**config.mk**
```make
export PLATFORM = sky130hd
export DESIGN_NAME = core_config_fault_status_regs
export DESIGN_NICKNAME = d
export VERILOG_FILES = /design/src/shared/core_regs_pkg.sv /design/src/shared/flag_bank_if.sv /design/src/design/core_config_fault_status_regs.sv /design/src/design/fault_flag_bank.sv
export VERILOG_INCLUDE_DIRS = /design/src /design/src/shared
export SDC_FILE = /design/constraint.sdc
export NUM_CORES = 1
export LEC_CHECK = 0
export BUFFER_PORTS_ARGS = -buffer_cell sky130_fd_sc_hd__buf_2
export CAP_MARGIN = 10
export CORE_ASPECT_RATIO = 1.4
export CORE_MARGIN = 2
export CORE_UTILIZATION = 30
export DETAILED_ROUTE_END_ITERATION = 8
export REMOVE_ABC_BUFFERS = 1
export SLEW_MARGIN = 20
export SYNTH_ARGS = -nofsm -noshare
export SYNTH_HDL_FRONTEND = slang
export SYNTH_SLANG_ARGS = --single-unit
```
**constraint.sdc**
```tcl
create_clock -name clock -period 2.9 [get_ports clock]
set_input_delay 0.145 -clock clock [delete_from_list [all_inputs] [get_ports clock]]
set_output_delay 0.145 -clock clock [all_outputs]
set_load 0.1 [all_outputs]
```
**src/shared/core_regs_defines.svh**
```systemverilog
// Offsets, field positions, reset values and build options of the core registers.
// Functional notes
// - Branch prediction per Security state runs only while its banked enable is set.
// - Fixed-on prediction reads one, absent prediction reads zero; writes ignored.
// - Instruction cache enable is a global enable, one copy per Security state.
// - Data cache enable per state governs Normal memory caching of that state.
// - Banked stack limit ignore drops stack violations at negative priority.
// - Unbanked bus fault ignore drops precise bus faults at negative priority.
// - Bus fault ignore is read-only to Non-secure while bus fault target is 0.
// - Banked divide trap enable turns division by zero into a usage fault.
// - Banked unaligned trap enable makes any unaligned access a usage fault.
// - Unaligned multiple, atomic and exclusive accesses always fault.
// - Without Main Extension unaligned trap reads one; otherwise resets zero.
// - Banked pend permit decides if unprivileged trigger writes fault.
// - All implemented control bits reset to zero on warm reset.
// - Cache size register is read-only at its direct address, banked.
// - Secure reaches the Non-secure cache size copy by alias; others read zero.
// - Cache size register describes the cache named by the selector.
// - Bits 31 to 28 report write-through, write-back, read and write allocate.
// - Set count at 27:13 and way count at 12:3 hold value minus one.
// - Line size code at 2:0 holds log2 of words per line minus two.
// - Fault status register is write-one-to-clear, word, half and byte access.
// - Fault status holds usage at 31:16, bus at 15:8, memory at 7:0.
`ifndef CORE_REGS_DEFINES_SVH
`define CORE_REGS_DEFINES_SVH

`define ADDR_CFG_CTL      32'hE000_ED14
`define ADDR_CFG_CTL_NS   32'hE002_ED14
`define ADDR_FAULT_ST     32'hE000_ED28
`define ADDR_FAULT_ST_NS  32'hE002_ED28
`define ADDR_CACHE_INFO   32'hE000_ED80
`define ADDR_CACHE_INF_NS 32'hE002_ED80
`define ADDR_WORD_MASK    32'hFFFF_FFFC

`define CFG_MAIN_EXT      1'h1
`define CFG_BPRED_MODE    2'h0
`define BPRED_SWITCHABLE  2'h0
`define BPRED_ALWAYS_ON   2'h1

`define BIT_BPRED         18
`define BIT_ICACHE        17
`define BIT_DCACHE        16
`define BIT_STK_IGN       10
`define BIT_RES1_HI       9
`define BIT_BUS_IGN       8
`define BIT_DIV0          4
`define BIT_UNAL          3
`define BIT_UPEND         1
`define BIT_RES1_LO       0
`define CTL_BANK_RST      7'h00
`define UNAL_RST          (~`CFG_MAIN_EXT)

`define USAGE_DIVZ        9
`define USAGE_UNAL        8
`define BUS_PRECISE       1

`define CI_D_CAPS         4'hF
`define CI_D_SETS         15'h007F
`define CI_D_WAYS         10'h003
`define CI_D_LINE         3'h1
`define CI_I_CAPS         4'h2
`define CI_I_SETS         15'h00FF
`define CI_I_WAYS         10'h001
`define CI_I_LINE         3'h1
`define SEL_DATA_L1       4'h0
`define SEL_INSTR_L1      4'h1

`endif

```
**src/shared/core_regs_pkg.sv**
```systemverilog
// Types shared by the core register bank.
package core_regs_pkg;
	typedef enum logic [1:0] {
		SIZE_BYTE = 2'h0,
		SIZE_HALF = 2'h1,
		SIZE_WORD = 2'h2
	} acc_size_t;

	typedef struct packed {
		logic bpred;
		logic icache;
		logic dcache;
		logic stk_ign;
		logic div0;
		logic unal;
		logic upend;
	} ctl_bank_t;
endpackage

```
**src/shared/flag_bank_if.sv**
```systemverilog
// Set, clear and state of one sticky status field.
`timescale 1ns/1ps
interface flag_bank_if #(parameter int WIDTH = 8);
	logic [WIDTH-1:0] set;
	logic [WIDTH-1:0] clr;
	logic [WIDTH-1:0] flags;
	modport owner(output set, output clr, input flags);
	modport bank(input set, input clr, output flags);
endinterface

```
**src/design/core_config_fault_status_regs.sv**
```systemverilog
// Configuration, cache identification and fault status registers.
`timescale 1ns/1ps
`include "core_regs_defines.svh"
module core_config_fault_status_regs (
	input  wire logic                    clock,
	input  wire logic                    reset,
	input  wire logic                    acc_valid,
	input  wire logic                    acc_write,
	input  wire logic [31:0]             acc_addr,
	input  wire core_regs_pkg::acc_size_t acc_size,
	input  wire logic [31:0]             acc_wdata,
	input  wire logic                    acc_priv,
	input  wire logic                    acc_nonsec,
	input  wire logic                    acc_debug,
	output logic                         acc_done,
	output logic [31:0]                  acc_rdata,
	output logic                         acc_fault,
	input  wire logic                    busfault_nonsecure_target,
	input  wire logic [3:0]              cache_selector_s,
	input  wire logic [3:0]              cache_selector_ns,
	input  wire logic                    cur_secure,
	input  wire logic                    exec_neg_prio,
	input  wire logic                    stack_viol,
	input  wire logic                    stack_viol_secure,
	input  wire logic                    precise_bus_err,
	input  wire logic                    div_zero_evt,
	input  wire logic                    unal_evt,
	input  wire logic                    unal_multi,
	input  wire logic                    trig_unpriv_wr,
	input  wire logic [31:0]             fault_set_s,
	input  wire logic [31:0]             fault_set_ns,
	output logic [1:0]                   branch_predict_enable,
	output logic [1:0]                   instr_cache_enable,
	output logic [1:0]                   data_cache_enable,
	output logic                         take_stack_fault,
	output logic                         take_bus_fault,
	output logic                         take_usage_fault,
	output logic                         trig_fault,
	output logic                         trig_permit
);
	import core_regs_pkg::*;

	////////////////////////////////////////////////////////////////////////
	// Address decode and access checks.

	logic       hit_ctl;
	logic       hit_ctl_al;
	logic       hit_fs;
	logic       hit_fs_al;
	logic       hit_ci;
	logic       hit_ci_al;
	logic       hit_alias;
	logic       alias_ok;
	logic       priv_ok;
	logic       go;
	logic       blocked;
	logic       bk;
	logic       wr;
	logic       is_word;
	logic       ctl_wr;
	logic       fs_wr;
	logic       bus_hidden;
	logic [3:0] lanes;

	assign hit_ctl    = acc_addr == `ADDR_CFG_CTL;
	assign hit_ctl_al = acc_addr == `ADDR_CFG_CTL_NS;
	assign hit_ci     = acc_addr == `ADDR_CACHE_INFO;
	assign hit_ci_al  = acc_addr == `ADDR_CACHE_INF_NS;
	assign hit_fs     = (acc_addr & `ADDR_WORD_MASK) == `ADDR_FAULT_ST;
	assign hit_fs_al  = (acc_addr & `ADDR_WORD_MASK) == `ADDR_FAULT_ST_NS;
	assign hit_alias  = hit_ctl_al || hit_fs_al || hit_ci_al;
	// Aliases serve only Secure software; others see zero.
	assign alias_ok   = !acc_nonsec && !acc_debug;
	assign blocked    = hit_alias && !alias_ok;
	assign priv_ok    = acc_priv || acc_debug;
	assign go         = acc_valid && priv_ok;
	assign bk         = !acc_nonsec && !hit_alias;
	assign wr         = go && acc_write && !blocked;
	assign is_word    = acc_size == SIZE_WORD;
	// Sub-word writes to word-only registers are dropped.
	assign ctl_wr     = wr && is_word && (hit_ctl || hit_ctl_al);
	assign fs_wr      = wr && (hit_fs || hit_fs_al) && `CFG_MAIN_EXT;
	assign bus_hidden = !bk && !busfault_nonsecure_target;

	always_comb begin
		case (acc_size)
			SIZE_WORD: lanes = 4'hF;
			SIZE_HALF: lanes = acc_addr[1] ? 4'hC : 4'h3;
			SIZE_BYTE: lanes = 4'h1 << acc_addr[1:0];
			default:   lanes = 4'h0;
		endcase
	end

	////////////////////////////////////////////////////////////////////////
	// Banked control bits.

	ctl_bank_t ctl_ff [2];
	ctl_bank_t nxt_bank;
	logic      bus_ign_ff;
	logic [1:0] bpred_eff;
	logic [1:0] unal_eff;

	always_comb begin
		nxt_bank        = ctl_ff[bk];
		nxt_bank.icache = acc_wdata[`BIT_ICACHE];
		if (`CFG_MAIN_EXT) begin
			if (`CFG_BPRED_MODE == `BPRED_SWITCHABLE) begin
				nxt_bank.bpred = acc_wdata[`BIT_BPRED];
			end
			nxt_bank.dcache  = acc_wdata[`BIT_DCACHE];
			nxt_bank.stk_ign = acc_wdata[`BIT_STK_IGN];
			nxt_bank.div0    = acc_wdata[`BIT_DIV0];
			nxt_bank.unal    = acc_wdata[`BIT_UNAL];
			nxt_bank.upend   = acc_wdata[`BIT_UPEND];
		end
	end

	always_ff @(posedge clock or posedge reset) begin
		if (reset) begin
			ctl_ff[0] <= `CTL_BANK_RST;
			ctl_ff[1] <= `CTL_BANK_RST;
		end else if (ctl_wr) begin
			ctl_ff[bk] <= nxt_bank;
		end
	end

	// Non-secure may not change it while bus faults stay Secure.
	always_ff @(posedge clock or posedge reset) begin
		if (reset) begin
			bus_ign_ff <= 1'h0;
		end else if (ctl_wr && `CFG_MAIN_EXT &&
			(bk || busfault_nonsecure_target)) begin
			bus_ign_ff <= acc_wdata[`BIT_BUS_IGN];
		end
	end

	always_comb begin
		for (int i = 0; i < 2; i++) begin
			if (!`CFG_MAIN_EXT) begin
				bpred_eff[i] = 1'h0;
			end else if (`CFG_BPRED_MODE == `BPRED_ALWAYS_ON) begin
				bpred_eff[i] = 1'h1;
			end else if (`CFG_BPRED_MODE == `BPRED_SWITCHABLE) begin
				bpred_eff[i] = ctl_ff[i].bpred;
			end else begin
				bpred_eff[i] = 1'h0;
			end
			// Without the Main Extension the trap is hardwired on.
			unal_eff[i] = `CFG_MAIN_EXT ? ctl_ff[i].unal : 1'h1;
			branch_predict_enable[i] = bpred_eff[i];
			instr_cache_enable[i]    = ctl_ff[i].icache;
			data_cache_enable[i]     = ctl_ff[i].dcache;
		end
	end

	function automatic logic [31:0] ctl_word(input logic b);
		logic [31:0] w;
		w               = 32'h0000_0000;
		w[`BIT_BPRED]   = bpred_eff[b];
		w[`BIT_ICACHE]  = ctl_ff[b].icache;
		w[`BIT_DCACHE]  = ctl_ff[b].dcache;
		w[`BIT_STK_IGN] = ctl_ff[b].stk_ign;
		w[`BIT_RES1_HI] = 1'h1;
		w[`BIT_BUS_IGN] = bus_ign_ff;
		w[`BIT_DIV0]    = ctl_ff[b].div0;
		w[`BIT_UNAL]    = unal_eff[b];
		w[`BIT_UPEND]   = ctl_ff[b].upend;
		w[`BIT_RES1_LO] = 1'h1;
		return w;
	endfunction

	////////////////////////////////////////////////////////////////////////
	// Fault qualification.

	logic        div_hit;
	logic        unal_hit;
	logic        bus_take;
	logic [15:0] usage_evt;
	logic        stk_ff;
	logic        bus_ff;
	logic        usage_ff;
	logic        trig_fault_ff;
	logic        trig_permit_ff;

	assign div_hit  = div_zero_evt && ctl_ff[cur_secure].div0;
	assign unal_hit = unal_evt &&
		(unal_multi || unal_eff[cur_secure]);
	assign bus_take = precise_bus_err && !(exec_neg_prio && bus_ign_ff);

	always_comb begin
		usage_evt              = 16'h0000;
		usage_evt[`USAGE_DIVZ] = div_hit;
		usage_evt[`USAGE_UNAL] = unal_hit;
	end

	always_ff @(posedge clock or posedge reset) begin
		if (reset) begin
			stk_ff   <= 1'h0;
			bus_ff   <= 1'h0;
			usage_ff <= 1'h0;
		end else begin
			stk_ff   <= stack_viol && !(exec_neg_prio &&
				ctl_ff[stack_viol_secure].stk_ign);
			bus_ff   <= bus_take;
			usage_ff <= div_hit || unal_hit;
		end
	end

	always_ff @(posedge clock or posedge reset) begin
		if (reset) begin
			trig_fault_ff  <= 1'h0;
			trig_permit_ff <= 1'h0;
		end else begin
			trig_fault_ff  <= trig_unpriv_wr && !ctl_ff[cur_secure].upend;
			trig_permit_ff <= trig_unpriv_wr && ctl_ff[cur_secure].upend;
		end
	end

	assign take_stack_fault = stk_ff;
	assign take_bus_fault   = bus_ff;
	assign take_usage_fault = usage_ff;
	assign trig_fault       = trig_fault_ff;
	assign trig_permit      = trig_permit_ff;

	////////////////////////////////////////////////////////////////////////
	// Fault status fields.

	logic [31:0] clr_word;
	flag_bank_if #(.WIDTH(16)) us_s ();
	flag_bank_if #(.WIDTH(16)) us_ns ();
	flag_bank_if #(.WIDTH(8))  bs ();
	flag_bank_if #(.WIDTH(8))  mm_s ();
	flag_bank_if #(.WIDTH(8))  mm_ns ();

	assign clr_word = fs_wr ? (acc_wdata & {{8{lanes[3]}}, {8{lanes[2]}},
		{8{lanes[1]}}, {8{lanes[0]}}}) : 32'h0000_0000;

	always_comb begin
		us_s.set  = fault_set_s[31:16] | (cur_secure ? usage_evt : 16'h0000);
		us_ns.set = fault_set_ns[31:16] | (cur_secure ? 16'h0000 : usage_evt);
		bs.set    = fault_set_s[15:8] | fault_set_ns[15:8];
		bs.set[`BUS_PRECISE] = bs.set[`BUS_PRECISE] | bus_take;
		mm_s.set  = fault_set_s[7:0];
		mm_ns.set = fault_set_ns[7:0];
		us_s.clr  = bk ? clr_word[31:16] : 16'h0000;
		us_ns.clr = bk ? 16'h0000 : clr_word[31:16];
		bs.clr    = bus_hidden ? 8'h00 : clr_word[15:8];
		mm_s.clr  = bk ? clr_word[7:0] : 8'h00;
		mm_ns.clr = bk ? 8'h00 : clr_word[7:0];
	end

	fault_flag_bank #(.WIDTH(16)) u_usage_s (
		.clock (clock),
		.reset (reset),
		.fb    (us_s)
	);
	fault_flag_bank #(.WIDTH(16)) u_usage_ns (
		.clock (clock),
		.reset (reset),
		.fb    (us_ns)
	);
	fault_flag_bank #(.WIDTH(8)) u_bus (
		.clock (clock),
		.reset (reset),
		.fb    (bs)
	);
	fault_flag_bank #(.WIDTH(8)) u_mm_s (
		.clock (clock),
		.reset (reset),
		.fb    (mm_s)
	);
	fault_flag_bank #(.WIDTH(8)) u_mm_ns (
		.clock (clock),
		.reset (reset),
		.fb    (mm_ns)
	);

	////////////////////////////////////////////////////////////////////////
	// Read path and response.

	logic [31:0] nxt_rdata;
	logic [31:0] rdata_ff;
	logic        done_ff;
	logic        fault_ff;
	logic [3:0]  sel;

	assign sel = bk ? cache_selector_s : cache_selector_ns;

	// An unimplemented selection reads zero instead of an unknown value.
	function automatic logic [31:0] cache_word(input logic [3:0] s);
		case (s)
			`SEL_DATA_L1:  return {`CI_D_CAPS, `CI_D_SETS,
				`CI_D_WAYS, `CI_D_LINE};
			`SEL_INSTR_L1: return {`CI_I_CAPS, `CI_I_SETS,
				`CI_I_WAYS, `CI_I_LINE};
			default:       return 32'h0000_0000;
		endcase
	endfunction

	always_comb begin
		nxt_rdata = 32'h0000_0000;
		if (go && !acc_write && !blocked) begin
			if (hit_ctl || hit_ctl_al) begin
				nxt_rdata = ctl_word(bk);
			end else if (hit_ci || hit_ci_al) begin
				nxt_rdata = cache_word(sel);
			end else if ((hit_fs || hit_fs_al) && `CFG_MAIN_EXT) begin
				nxt_rdata = {bk ? us_s.flags : us_ns.flags,
					bus_hidden ? 8'h00 : bs.flags,
					bk ? mm_s.flags : mm_ns.flags};
			end
		end
	end

	always_ff @(posedge clock or posedge reset) begin
		if (reset) begin
			rdata_ff <= 32'h0000_0000;
			done_ff  <= 1'h0;
			fault_ff <= 1'h0;
		end else begin
			rdata_ff <= nxt_rdata;
			done_ff  <= acc_valid;
			fault_ff <= acc_valid && !priv_ok;
		end
	end

	assign acc_rdata = rdata_ff;
	assign acc_done  = done_ff;
	assign acc_fault = fault_ff;
endmodule // core_config_fault_status_regs

```
**src/design/fault_flag_bank.sv**
```systemverilog
// Sticky status field with write-one-to-clear.
`timescale 1ns/1ps
module fault_flag_bank #(parameter int WIDTH = 8) (
	input wire logic   clock,
	input wire logic   reset,
	flag_bank_if.bank  fb
);
	logic [WIDTH-1:0] flags_ff;

	// A set in the clearing cycle wins so no event is lost.
	always_ff @(posedge clock or posedge reset) begin
		if (reset) begin
			flags_ff <= '0;
		end else begin
			flags_ff <= fb.set | (flags_ff & ~fb.clr);
		end
	end

	assign fb.flags = flags_ff;
endmodule // fault_flag_bank

```
==> metrics.log <==
INFO  metric result_of_the_run = complete, no violations
INFO  metric die_w = 115 µm
INFO  metric finalWeightedCongestion = 0.840
INFO  metric placeableCoreArea = 16800 µm²
INFO  metric vias = 4871
INFO  metric slew_headroom = 0.399
INFO  metric place.detailed.instances = 925
INFO  metric critical_path.cell_chain = buf_2 > or3_4 > a2111oi_2 > o2111ai_2 > a2111oi_2 > nor3_1 > a2111oi_0
INFO  metric netlist_instances = 520
INFO  metric cp_top_family = compound AO/OA/AOI/OAI gates
INFO  metric ir_worst_vdd = 0.260 mV
INFO  metric drcViolationCount = 0
INFO  metric synth_warnings = 0
INFO  metric synthDistinctLibCells = 54
INFO  metric power.leakage = 3.52 nW
INFO  metric syn_avg_cell_area = 9.96 µm²
INFO  metric multiInputGateArea = 2110 µm²
INFO  metric layout_worst_path_cycle_share = 0.845
INFO  metric maxCapViolCount = 0
INFO  metric synth_seq_area_share = 0.532
INFO  metric total_grt_overflow = 0
INFO  metric worst_path_max_delay_cell = sky130_fd_sc_hd__a2111oi_0
INFO  metric cts_buffers = 9
INFO  metric layout-area-overhead-vs-synth = 38.9%
INFO  metric hold_depth = 2
INFO  metric start_util = 0.308
INFO  metric seq_area = 2750 µm²
INFO  metric cts_root_buffer = sky130_fd_sc_hd__clkbuf_16
INFO  metric n_fill_cell = 1656
INFO  metric drt-total-wl = 17.3 mm
INFO  metric timing_worst_slew_pin_value = 0.894 ns
INFO  metric dpl-instance-area = 6520 µm²
INFO  metric cp_max_fo = 9
INFO  metric drt-wirelength-per-cell = 17.7 µm
INFO  metric io_buffer_count = 199
INFO  metric nets_finish = 921
INFO  metric post_cts_resize_count = 0
INFO  metric die_h = 159 µm
INFO  metric timing.final.crit_period = 2.45 ns
INFO  metric totalPowerFinal = 3.26 mW
INFO  metric critical_path_depth = 7
INFO  metric final_util = 0.428
INFO  metric synth.cell_area = 5180 µm²
INFO  metric global_route.usage.total = 0.191
INFO  metric hp-class = input port to register
INFO  metric critPathMaxStageDelay = 0.58 ns
INFO  metric detail-route-antenna-nets = 0
INFO  metric clock_skew = 0.00898 ns
INFO  metric grt_first_pass_wirelength = 26.7 mm
INFO  metric synth-seq-cells = 110
INFO  metric critPathLaunchType = input port
INFO  metric dr.pass1.iters = 5
INFO  metric final.hold.worst_slack = 0.0116 ns
INFO  metric finalSetupViolations = 0
INFO  metric number_of_buffers_between_clock_root_and_the_deepest_sink = 2
INFO  metric cts_hold_bufs = 32
INFO  metric drtIter0Drc = 312
INFO  metric rows = 56
INFO  metric p_per_area = 453 nW/µm²
INFO  metric ctsHtreeMaxLevel = 3
INFO  metric cts_tree = yes
INFO  metric postSynth.asyncResetShare = 1.00
INFO  metric post-synth-top-area-fraction = 0.532
INFO  metric setup.worst_path.class = input port to register
INFO  metric final.setup.tns = 0 ns
INFO  metric final-hold-violation-count = 0
INFO  metric fin_cells = 978
INFO  metric crit_path_frequent_cell = sky130_fd_sc_hd__a2111oi_2
INFO  metric r2r.worst_path.cells = 3
INFO  metric number_of_enable_type_register_cells_in_the_synthesized_netlist = 0
INFO  metric yosysMostFrequentCell = sky130_fd_sc_hd__dfrtp_1
INFO  metric synth.largest_area_cell = sky130_fd_sc_hd__dfrtp_1
INFO  metric critPathCaptureType = register
INFO  metric die_footprint = 18300 µm²
INFO  metric rsz0062_at_grt = false
INFO  metric clock_sinks = 110
INFO  metric post-dp-hpwl = 13.1 mm
INFO  metric fmax = 408 MHz
INFO  metric worst-endpoint-arrival = 2.64 ns
INFO  metric maximum_number_of_pins_on_one_net_before_global_route_repair = 56
INFO  metric via_per_inst = 4.98
INFO  metric share_of_cells_above_drive_strength_1 = 0.368
INFO  metric top_post_synthesis_cells_by_area = sky130_fd_sc_hd__dfrtp_1 53%, sky130_fd_sc_hd__a31oi_1 6.8%, sky130_fd_sc_hd__nor2_1 4.3%, sky130_fd_sc_hd__inv_1 4.2%, sky130_fd_sc_hd__mux2_4 4.1%
INFO  metric post-route-worst-setup-slack = 0.449 ns
INFO  metric worstSkewPairLatency = 0.36 ns
INFO  metric grt_pass1_vias = 4942
INFO  metric io_pins = 200
INFO  metric clkSlewWorstSetupHoldPaths = 0.08 ns
INFO  metric cts_setup_buffers = 0
INFO  metric fin_area = 7190 µm²
INFO  metric path_buf_inv = 1
INFO  metric place_worst_setup_slack = 0.0837 ns
INFO  metric slew_violations = 0
INFO  metric antenna_found_initial = 3
INFO  metric critPathRequiredTime = 3.09 ns
INFO  metric synth_flop_cell = sky130_fd_sc_hd__dfrtp_1
INFO  metric netlist_top_cells_count = 110 x sky130_fd_sc_hd__dfrtp_1, 59 x sky130_fd_sc_hd__nor2_1, 58 x sky130_fd_sc_hd__inv_1
[where the power goes]
| group | total (mW) | switching [mW] | leakage (nW) | internal (mW) |
|---|---|---|---|---|
| logic | 0.340 | 0.197 | 2.13 | 0.144 |
| clock network | 1.38 | 0.611 | 0.161 | 0.771 |
| registers | 1.54 | 0.000878 | 1.23 | 1.54 |
[metal layers]
layer / global-route usage / part of all wire / up-vias
li1: - / - / 2351
met1: 0.237 / 0.42 / 2325
met2: 0.318 / 0.50 / 163
met3: 0.0419 / 0.060 / 32
met4: 0.0778 / 0.027 / 0
met5: 0 / 0 / -
[kinds of logic after synthesis]
logic type	Yosys count	share of synthesized area
muxes	22	0.0568
AOI/OAI and AO/OA	144	0.191
DFF	110	0.532
and+or+nand+nor	164	0.157
buffers and inverters	80	0.0640
[registers in the layout, indices dropped and copies added, names as in the netlist, 2 cells and up]
| name | count |
|---|---|
| u_mm_ns.fb.flags | 8 |
| u_bus.fb.flags | 8 |
| ctl_ff | 8 |
| instr_cache_enable | 2 |
| data_cache_enable | 2 |
| acc_rdata | 32 |
| branch_predict_enable | 2 |
| u_usage_ns.fb.flags | 16 |
| u_usage_s.fb.flags | 16 |
| u_mm_s.fb.flags | 8 |
[path summary, 6_finish.rpt]
kind / from / end / slack, ns
min in group asynchronous: reset / acc_rdata[29] / 0.45
worst min-delay path: acc_wdata[16] / u_usage_s.fb.flags[0] / 0.01
worst min register to register: ctl_ff[2] / ctl_ff[2] / 0.52
worst max-delay path: acc_addr[3] / acc_rdata[28] / 0.45
max in group asynchronous: reset / acc_rdata[7] / 1.66
worst max register to register: u_usage_ns.fb.flags[12] / acc_rdata[28] / 1.50
[worst reg2reg max path, stage by stage, from the launching register on]
cell and delay (ns):
sky130_fd_sc_hd__dfrtp_1 0.37, sky130_fd_sc_hd__o21ai_0 0.09, sky130_fd_sc_hd__a21bo_2 0.22, sky130_fd_sc_hd__a2111oi_0 0.56
[cell type report]
| class | instances | area share |
|---|---|---|
| Multi-Input combinational cell | 330 | 0.294 |
| Clock inverter | 7 | 0.0144 |
| Inverter | 58 | 0.0306 |
| Antenna cell | 4 | 0.00139 |
| Tap cell | 203 | 0.0353 |
| Timing Repair Buffer | 257 | 0.210 |
| Sequential cell | 110 | 0.383 |
| Clock buffer | 9 | 0.0313 |
[layout by cell type (no fill, tap or decap), types with 19 or more instances in the layout]
| master | n |
|---|---|
| sky130_fd_sc_hd__a21oi_1 | 23 |
| sky130_fd_sc_hd__a31oi_1 | 56 |
| sky130_fd_sc_hd__buf_2 | 199 |
| sky130_fd_sc_hd__buf_4 | 25 |
| sky130_fd_sc_hd__dfrtp_1 | 110 |
| sky130_fd_sc_hd__dlygate4sd3_1 | 33 |
| sky130_fd_sc_hd__inv_1 | 57 |
| sky130_fd_sc_hd__nand2_1 | 30 |
| sky130_fd_sc_hd__nand3_1 | 20 |
| sky130_fd_sc_hd__nor2_1 | 58 |
| sky130_fd_sc_hd__nor3_1 | 19 |
| sky130_fd_sc_hd__o21ai_0 | 22 |
(Power assumes the default switching activity.)
